### config.mk
export PLATFORM = sky130hd
export DESIGN_NAME = spmc_top
export DESIGN_NICKNAME = d
export VERILOG_FILES = /design/src/hw/spmc_pkg.sv /design/src/hw/spmc_top.sv
export SDC_FILE = /design/constraint.sdc
export NUM_CORES = 1
export LEC_CHECK = 0
export BUFFER_PORTS_ARGS = -buffer_cell sky130_fd_sc_hd__buf_2
export CORE_UTILIZATION = 50
export CTS_CLUSTER_DIAMETER = 30
export DETAILED_ROUTE_END_ITERATION = 7
export GPL_TIMING_DRIVEN = 0
export HOLD_SLACK_MARGIN = 0.06
export PLACE_DENSITY = 0.82
export SLEW_MARGIN = 20
export SYNTH_ARGS = -nofsm -noshare
export SYNTH_HDL_FRONTEND = slang
export SYNTH_SLANG_ARGS = --single-unit
### constraint.sdc
create_clock -name clk_i -period 4 [get_ports clk_i]
set_input_delay 0 -clock clk_i [delete_from_list [all_inputs] [get_ports clk_i]]
set_output_delay 0 -clock clk_i [all_outputs]
set_load 0.01 [all_outputs]
### src/hw/spmc_pkg.sv
// package: register map, mode weights and carrier structs for the serial port mode control
package spmc_pkg;

   // ------------------------------------------------------------
   // register map (byte addresses)
   // ------------------------------------------------------------
   localparam logic [7:0]  SPMC_ADR_MODE0 = 8'h00;
   localparam logic [7:0]  SPMC_ADR_MODE1 = 8'h04;
   localparam logic [7:0]  SPMC_ADR_LOGIN = 8'h08;
   localparam logic [7:0]  SPMC_ADR_STAT  = 8'h0C;

   // ------------------------------------------------------------
   // mode word: each weight is a power of two, so its bit position
   // ------------------------------------------------------------
   localparam int          SPMC_MODE_W  = 16;
   localparam int          SPMC_B_QUIET = 0;   // weight 1
   localparam int          SPMC_B_COMP  = 1;   // weight 2
   localparam int          SPMC_B_GATE  = 2;   // weight 4
   localparam int          SPMC_B_HWFC  = 3;   // weight 8
   localparam int          SPMC_B_HESS  = 4;   // weight 16
   localparam int          SPMC_B_MDROP = 5;   // weight 32
   localparam int          SPMC_B_MODEM = 6;   // weight 64
   localparam int          SPMC_B_PFIX  = 7;   // weight 128
   localparam int          SPMC_B_XON   = 8;   // weight 256
   localparam int          SPMC_B_FIFO  = 9;   // weight 512
   localparam int          SPMC_B_RS485 = 10;  // weight 1024
   localparam int          SPMC_B_E71   = 11;  // weight 2048
   localparam int          SPMC_B_PRMPT = 12;  // weight 4096
   localparam int          SPMC_B_E81   = 13;  // weight 8192
   localparam logic [15:0] SPMC_MODE_MASK = 16'h3FFF;
   localparam logic [15:0] SPMC_MODE_RST  = 16'h0380;
   localparam logic [1:0]  SPMC_LOGIN_RST = 2'h0;
   localparam int          SPMC_RS485_PORT = 1;

   // ------------------------------------------------------------
   // carriers
   // ------------------------------------------------------------
   typedef struct packed {
      logic rx_v;       // character received
      logic cmd_v;      // complete command parsed
      logic cmd_help;   // that command is the help request
      logic addr_hit;   // command carried this unit's identifier
      logic fb_v;       // feedback message pending
      logic fb_req;     // feedback was asked for by the remote party
      logic cts;        // clear-to-send from the remote party
      logic rx_room;    // local receive side can take data
   } spmc_evt_t;

   typedef struct packed {
      logic echo;
      logic cmd_ok;
      logic fb_send;
      logic tx_allow;
      logic rts;
      logic modem_init;
      logic modem_lines;
      logic parity_en;
      logic data7;
      logic hessen;
      logic pfix;
      logic xon;
      logic fifo;
      logic rs485;
      logic mdrop;
      logic prompt;
   } spmc_ctl_t;

endpackage

### src/hw/spmc_top.sv
// module: per-port serial mode words with wishbone access and decoded port controls
//
// Functional notes
// [RULE1] each port holds a mode word equal to the sum of enabled weights, readable
// [RULE2] weight 1 suppresses unsolicited feedback; requested feedback still goes out
// [RULE3] weight 2 stops echo of received characters
// [RULE4] weight 4 gates the port: before login only the help command is taken
// [RULE5] weight 8 paces transmit with rts/cts; remote must drive its handshake
// [RULE6] weight 16 selects the hessen protocol instead of the native commands
// [RULE7] weight 32 enables multidrop; commands must carry this unit's identifier
// [RULE8] weight 64 sends a modem init after power-up and asserts modem lines
// [RULE9] weight 128 enables parity error correction for hessen installations
// [RULE10] weight 256 governs software xon/xoff flow control
// [RULE11] weight 512 governs use of the hardware fifo for throughput
// [RULE12] weight 1024 puts the second port in rs-485; it overrides multidrop
// [RULE13] default framing is no parity, 8 data bits, 1 stop bit
// [RULE14] weight 8192 selects even parity, 8 data bits, 1 stop bit
// [RULE15] weight 2048 selects even parity, 7 data bits, 1 stop bit
// [RULE16] weight 4096 enables the command prompt in terminal mode
// [RULE17] the two ports have independent mode words
// [RULE18] weights 128, 256 and 512 are on after reset
// [RULE19] both even parity weights set gives 7 data bit framing
`timescale 1ns/10ps
module spmc_top (
   input  wire  logic                          clk_i,
   input  wire  logic                          rst_i,
   input  wire  logic [7:0]                    adr_i,
   input  wire  logic [31:0]                   dat_i,
   output logic       [31:0]                   dat_o,
   input  wire  logic                          we_i,
   input  wire  logic [3:0]                    sel_i,
   input  wire  logic                          cyc_i,
   input  wire  logic                          stb_i,
   output logic                                ack_o,
   input  wire  spmc_pkg::spmc_evt_t [1:0]     evt_i,
   output spmc_pkg::spmc_ctl_t       [1:0]     ctl_o
);
   import spmc_pkg::*;

   // ------------------------------------------------------------
   // wishbone slave
   // ------------------------------------------------------------
   logic [15:0] mode_reg   [2];
   logic [15:0] mode_next  [2];
   logic [1:0]  login_reg;
   logic [1:0]  login_next;
   logic [1:0]  minit_done_reg;
   logic        ack_reg;
   logic        ack_next;
   logic [31:0] dat_reg;
   logic [31:0] dat_next;
   logic        req;
   logic        wr;

   // one wait state: ack rises the edge after the request is seen
   assign req = cyc_i & stb_i & ~ack_reg;
   assign wr  = req & we_i;

   always_comb begin
      ack_next   = req;
      dat_next   = 32'h0000_0000;
      login_next = login_reg;
      for (int p = 0; p < 2; p++) begin
         mode_next[p] = mode_reg[p];
      end
      if (req && !we_i) begin
         unique case (adr_i)
            SPMC_ADR_MODE0: dat_next = {16'h0000, mode_reg[0]};          // see [RULE1]
            SPMC_ADR_MODE1: dat_next = {16'h0000, mode_reg[1]};          // see [RULE17]
            SPMC_ADR_LOGIN: dat_next = {30'h0000_0000, login_reg};
            SPMC_ADR_STAT:  dat_next = {28'h000_0000, minit_done_reg, login_reg};
            default:        dat_next = 32'h0000_0000;
         endcase
      end
      if (wr) begin
         for (int p = 0; p < 2; p++) begin
            if (adr_i == (p == 0 ? SPMC_ADR_MODE0 : SPMC_ADR_MODE1)) begin
               if (sel_i[0]) mode_next[p][7:0]  = dat_i[7:0] & SPMC_MODE_MASK[7:0];
               if (sel_i[1]) mode_next[p][15:8] = dat_i[15:8] & SPMC_MODE_MASK[15:8];
            end
         end
         if (adr_i == SPMC_ADR_LOGIN && sel_i[0]) begin
            login_next = dat_i[1:0];
         end
      end
      // dropping the gate also drops any session, so re-arming needs a new login
      for (int p = 0; p < 2; p++) begin
         if (!mode_next[p][SPMC_B_GATE]) login_next[p] = 1'b0;                 // see [RULE4]
      end
   end

   always_ff @(posedge clk_i) begin
      if (rst_i) begin
         mode_reg[0] <= SPMC_MODE_RST;                                         // see [RULE18]
         mode_reg[1] <= SPMC_MODE_RST;                                         // see [RULE18]
         login_reg   <= SPMC_LOGIN_RST;
         ack_reg     <= 1'b0;
         dat_reg     <= 32'h0000_0000;
      end else begin
         mode_reg[0] <= mode_next[0];
         mode_reg[1] <= mode_next[1];
         login_reg   <= login_next;
         ack_reg     <= ack_next;
         dat_reg     <= dat_next;
      end
   end

   assign ack_o = ack_reg;
   assign dat_o = dat_reg;

   // ------------------------------------------------------------
   // per-port decode and event gating
   // ------------------------------------------------------------
   spmc_ctl_t [1:0] ctl_reg;
   spmc_ctl_t [1:0] ctl_next;
   logic      [1:0] minit_done_next;

   genvar g;
   generate
      for (g = 0; g < 2; g++) begin : g_port
         logic [15:0] m;
         logic        rs485_on;
         logic        mdrop_on;
         logic        open_gate;

         assign m         = mode_reg[g];
         assign rs485_on  = (g == SPMC_RS485_PORT) && m[SPMC_B_RS485];         // see [RULE12]
         assign mdrop_on  = m[SPMC_B_MDROP] && !rs485_on;                      // see [RULE12]
         assign open_gate = !m[SPMC_B_GATE] || login_reg[g];

         always_comb begin
            ctl_next[g]          = '0;
            minit_done_next[g]   = minit_done_reg[g];
            ctl_next[g].echo     = evt_i[g].rx_v && !m[SPMC_B_COMP];           // see [RULE3]
            ctl_next[g].cmd_ok   = evt_i[g].cmd_v
                                   && (open_gate || evt_i[g].cmd_help)         // see [RULE4]
                                   && (!mdrop_on || evt_i[g].addr_hit);        // see [RULE7]
            ctl_next[g].fb_send  = evt_i[g].fb_v
                                   && (!m[SPMC_B_QUIET] || evt_i[g].fb_req);   // see [RULE2]
            ctl_next[g].tx_allow = !m[SPMC_B_HWFC] || evt_i[g].cts;            // see [RULE5]
            ctl_next[g].rts      = !m[SPMC_B_HWFC] || evt_i[g].rx_room;        // see [RULE5]
            // init fires once after reset; a later enable does not replay it
            ctl_next[g].modem_init  = m[SPMC_B_MODEM] && !minit_done_reg[g];   // see [RULE8]
            if (m[SPMC_B_MODEM]) minit_done_next[g] = 1'b1;
            ctl_next[g].modem_lines = m[SPMC_B_MODEM];                         // see [RULE8]
            // e71 wins over e81 so framing is always one defined format
            ctl_next[g].parity_en = m[SPMC_B_E71] || m[SPMC_B_E81];            // see [RULE13] [RULE14]
            ctl_next[g].data7     = m[SPMC_B_E71];                             // see [RULE15] [RULE19]
            ctl_next[g].hessen    = m[SPMC_B_HESS];                            // see [RULE6]
            ctl_next[g].pfix      = m[SPMC_B_PFIX];                            // see [RULE9]
            ctl_next[g].xon       = m[SPMC_B_XON];                             // see [RULE10]
            ctl_next[g].fifo      = m[SPMC_B_FIFO];                            // see [RULE11]
            ctl_next[g].rs485     = rs485_on;                                  // see [RULE12]
            ctl_next[g].mdrop     = mdrop_on;                                  // see [RULE7]
            ctl_next[g].prompt    = m[SPMC_B_PRMPT];                           // see [RULE16]
         end

         always_ff @(posedge clk_i) begin
            if (rst_i) begin
               ctl_reg[g]        <= '0;
               minit_done_reg[g] <= 1'b0;
            end else begin
               ctl_reg[g]        <= ctl_next[g];
               minit_done_reg[g] <= minit_done_next[g];
            end
         end
      end
   endgenerate

   assign ctl_o = ctl_reg;
endmodule // spmc_top

# ---- After elaboration in Yosys (flattened, before gate mapping)
# Memories as Yosys holds them, arrays and structs flattened.
# Cells that the tools add are included.
dict set report totals {
  ff_bits 69
  ramBits 32
  inputBits 65
  output_inout_bits 65
  wordCells 110
  n_memories 1
}
# name words width rd rd_clocked_by_memory_dff wr line
set memory_table {}
lappend memory_table {mode_reg 2 16 2 0 2 spmc_top.sv:43} ;# logic [15:0] mode_reg [2];
dict set report classes {
  eq_ne 3
  mux 13
  n_bitwise 9
  n_reduce_logical 46
}
# op n
set ops {}
lappend ops {{$mux W16} 4}
lappend ops {{$pmux W16 S4} 1}
lappend ops {{$mux W32} 1}
lappend ops {{$mux W8} 4}
lappend ops {{$eq A8 B4 Y1 const B} 2}
lappend ops {{$logic_not A1 Y1} 14}
lappend ops {{$logic_or A1 B1 Y1} 14}
lappend ops {{$logic_and A1 B1 Y1} 13}
lappend ops {{$eq A8 B3 Y1 const B} 1}
lappend ops {{$logic_not A8 Y1} 1}
lappend ops {{$reduce_or A2 Y1} 3}
lappend ops {{$not A1 Y1} 4}
lappend ops {{$and A1 B1 Y1} 3}
lappend ops {{$mux W1} 3}
lappend ops {{$or A1 B1 Y1} 2}
lappend ops {{$reduce_and A2 Y1} 1}

# ---- Longest topological paths before layout
dict set report logic_depth {
  ltp_word 6
  ltp_mapped 6
  ltp_nobuf 4
}

# ---- Worst setup path after synthesis
# No wires, ideal clock.
dict set report synth_timing {
  kind {reg2reg}
  from {register ack_reg, in the netlist ack_o}
  to {register login_reg[0]}
  setup_time_ps 116
  t_arrival_ps 1818
  required_ps 3884
  setup_slack_ps 2066
  path_stages_with_launch 6
  n_path_buf 1
  period_less_slack_ps 1934
  cell_sequence {dfxtp_1 > nand3b_1 > or4_4 > buf_6 > mux2_4 > a21boi_1}
}
dict set report synth_between {
  elab_chain_cells 6
  elab_cells_between_ends 7
  cone_classes {1 x mux; 4 x bitwise; 2 x reduce/logical}
}
# element line
set synth_rtl {}
lappend synth_rtl {{from (decl)} spmc_top.sv:48} ;# logic ack_reg;
lappend synth_rtl {{from (signal assigned)} spmc_top.sv:103} ;# ack_reg <= ack_next;
lappend synth_rtl {{$not A1 Y1 *} spmc_top.sv:56} ;# assign req = cyc_i & stb_i & ~ack_reg;
lappend synth_rtl {{$and A1 B1 Y1 *} spmc_top.sv:56}
lappend synth_rtl {{$and A1 B1 Y1 *} spmc_top.sv:57} ;# assign wr = req & we_i;
lappend synth_rtl {{$mux W32} spmc_top.sv:75} ;# if (wr) begin
lappend synth_rtl {{$not A1 Y1 (no line)} --}
lappend synth_rtl {{$reduce_or A2 Y1 (no line)} --}
lappend synth_rtl {{to (signal assigned)} spmc_top.sv:102} ;# login_reg <= login_next;
lappend synth_rtl {{to (decl)} spmc_top.sv:45} ;# logic [1:0] login_reg;
# Mark *: on every way between the ends. The rest lies on a longest branch, timed or not.
# A chain may end at the register's enable or synchronous reset.

# ---- Final worst setup path
dict set report layout_timing {
  from {register ack_reg, in the netlist ack_o}
  to {register login_reg[1]}
}
# The elaborated chain is that of the path after synthesis.

==> impl_metrics.csv <==
group,metric,value,unit
sta,max_slew_margin,29.58,%
sta,tns,0,ns
layout,stdcell_area,3980,um^2
cts,clk_latency,0.35,ns
die,core,5540,um^2
sta,whs,0.1021,ns
cts,post_cts_resized,0,
synthesis,yosysTopAreaCell,"dfxtp_1",
power_and_ir_drop,cellPowerDensity,361.3,nW/um^2
synthesis,synth_top_flop_cell,"dfxtp_1",
sta,final-hold-violation-count,0,
global_route,grt_usage,22.81,%
layout,largest_reg_flops,31,
layout,n_antenna_cell,0,
power_and_ir_drop,power.switching,0.3330,mW
die,dieHeight,78.23,um
layout,layout-drive-gt1-share,32.02,%
sta,final_max_slew_viol_count,0,
synthesis,synth_edf_count,0,
routing,ant_nets,0,
cts,cts-root-buf,"clkbuf_8",
layout,area_delta_synth_final,36.99,%
routing,vias,2384,
cts,clockBufferDepth,2,
routing,drt-vias-per-instance,4.740,
global_route,grt_pass1_wl,10480,um
power_and_ir_drop,p_sw_share,23.16,%
sta,min_period,2.213,ns
power_and_ir_drop,leakage,1.809,nW
global_route,grt_overflow_total,0,
synthesis,synth_area_leaders,"dfxtp_1 54%, mux2i_1 8.3%, nor2_1 6.6%, nor2b_1 6.2%, buf_4 4.9%",
synthesis,ys_types,32,
place,dpl.hpwl,4444,um
power_and_ir_drop,max-vdd-ir-drop,222.0,uV
die,start_util,52.44,%
die,dieArea,6119,um^2
power_and_ir_drop,p_comb_share,8.4,%
power_and_ir_drop,internal_power,1.105,mW
setup_path,critPathCaptureType,"register",
flow_run,maxCapViolCount,0,
sta,fin_crit_sh,55.33,%
sta,fmaxAchievable,451.8,MHz
routing,dr.pass1.iters,4,
synthesis,synth_seq_cells,78,
cts,cts-htree-levels,3,
setup_path,arrival,2.46,ns
setup_path,crit_type,"register to register",
synthesis,netlist_area,2905,um^2
die,num_rows,27,
die,io-pin-count,130,
place,place_congestion,0.7991,
outcome,status,"finished clean",
layout,layout.nets,491,
setup_path,crit_path_start_kind,"register",
sta,clock_skew,0.006896,ns
synthesis,synth_cells,279,
sta,finalSetupViolCount,0,
synthesis,async_flop_share,0,%
synthesis,synth.most_common_cell,"dfxtp_1",
cts,numCtsBuffers,9,
synthesis,synth.avg_cell_area,10.41,um^2
layout,final_cells,503,
power_and_ir_drop,power.share.clock,36.9,%
setup_path,regToRegSetupSlack,1.79,ns
routing,route.detailed.drc,0,
cts,clk_pin_slew,0.07,ns
cts,clkSinkCount,78,
place,dp_cells,459,
sta,rsz0062_at_grt,"false",
synthesis,synth_top_area_share,53.75,%
synthesis,yosys_warnings,0,
place,io_buffers,90,
cts,cts_tree,"done",
synthesis,ys_seq_area_share,53.75,%
synthesis,synth_common_cells,"78 x dfxtp_1, 51 x nor2_1, 29 x nor2b_1",
place,dpl_cell_area,3513,um^2
power_and_ir_drop,pwr-share-seq,54.7,%
global_route,antenna_found_initial,0,
die,die_width,78.23,um
routing,routed_wl,6622,um
min_path,hold_path.class,"input pin to register",
routing,drt-initial-drc-count,49,
sta,tightest_slew,1.048,ns
setup_path,crit_fanout,9,
global_route,first_global_vias,2299,
global_route,grt_start_max_net_pins,13,
routing,detail_route.wl_per_cell,13.17,um
setup_path,required,4.25,ns
power by group through the flow:
stage                     Sequential, mW  Clock (mW)  Combinational [mW]
after detailed placement           0.805           0              0.0968
after global routing               0.787       0.574               0.131
after floorplan                    0.810           0              0.0488
after CTS                          0.787       0.540               0.118
after global placement             0.805           0              0.0955
final                              0.787       0.530               0.121
routing by layer:
metal  vias to the layer above  GRT usage (%)  share of wire, %
met5                         -              0                 0
met4                         0          9.630               1.7
met3                        11          6.395               5.8
met2                        88          39.39                49
met1                      1086          26.38                44
li1                       1199              -                 -
worst paths after layout:
check / endpoint / start / cells past startpoint
max: login_reg[1]$_SDFFE_PP0P_ / ack_o$_SDFF_PP0_ / 4
min: mode_reg[0][2]$_SDFF_PP0_ / dat_i[2] / 3
max reg2reg: login_reg[1]$_SDFFE_PP0P_ / ack_o$_SDFF_PP0_ / 4
min reg2reg: ctl_o[10]$_SDFF_PP0_ / minit_done_reg[0]$_SDFFE_PP0P_ / 1
cell type report:
cell class,count,area (um^2)
buffer,31,202.7
clock buffer,13,158.9
clock inverter,3,18.77
fill,422,1560
inverter,6,22.52
multi-input combinational,182,1195
sequential,78,1562
tap,72,90.09
timing repair buffer,118,730.7
cells by family after synthesis:
kind of cell,Yosys count,synth area share [%]
AOI/OAI and AO/OA,26,6.546
buffers and inverters,37,7.752
DFF,78,53.75
muxes,26,9.302
other,1,0.1291
and+or+nand+nor,111,22.52
cells in the final DEF (no fill, tap or decap), types with 2 or more instances in the layout:
| master | netlist | routed |
|---|---|---|
| nor2b_1 | 29 | 29 |
| dlygate4sd3_1 | 0 | 28 |
| nor4_4 | 3 | 4 |
| or4_4 | 2 | 2 |
| buf_4 | 19 | 19 |
| mux2i_1 | 24 | 24 |
| nor2_1 | 51 | 51 |
| or4bb_1 | 2 | 2 |
| buf_2 | 0 | 90 |
| clkbuf_8 | 0 | 11 |
| a22oi_1 | 10 | 10 |
| buf_6 | 2 | 2 |
| clkbuf_1 | 7 | 9 |
| nor4b_1 | 2 | 2 |
| inv_1 | 6 | 6 |
| a21oi_1 | 6 | 6 |
| conb_1 | 1 | 19 |
| a211o_1 | 5 | 5 |
| a31oi_1 | 2 | 2 |
| buf_1 | 3 | 3 |
| nor3b_1 | 6 | 6 |
| nand4b_1 | 3 | 3 |
| dfxtp_1 | 78 | 78 |
| clkinv_2 | 0 | 2 |
| nand2_1 | 5 | 5 |
| mux2_4 | 2 | 2 |
critical path: stages, from the launching register on:
cell and delay, ns:
dfxtp_1 0.33, nand3b_1 0.45, nor4_4 0.82, mux2_4 0.36, a21boi_2 0.15
timing repair:
action | CTS | global route
hold endpoints to repair | 42 | 0
hold buffers | 28 | 0
buffers inserted | 0 | 0
setup endpoints to repair | 0 | 0
through the flow:
step	utilization [%]	worst slack, ns	total power [mW]
floorplan	-	2.066	0.8591
global placement	63.41	1.895	0.9004
detailed placement	63.41	1.855	0.9018
CTS	71.68	1.814	1.444
global route	71.84	1.743	1.493
finish	71.84	1.787	1.438
Note: power is estimated with default switching activity, not from simulation.
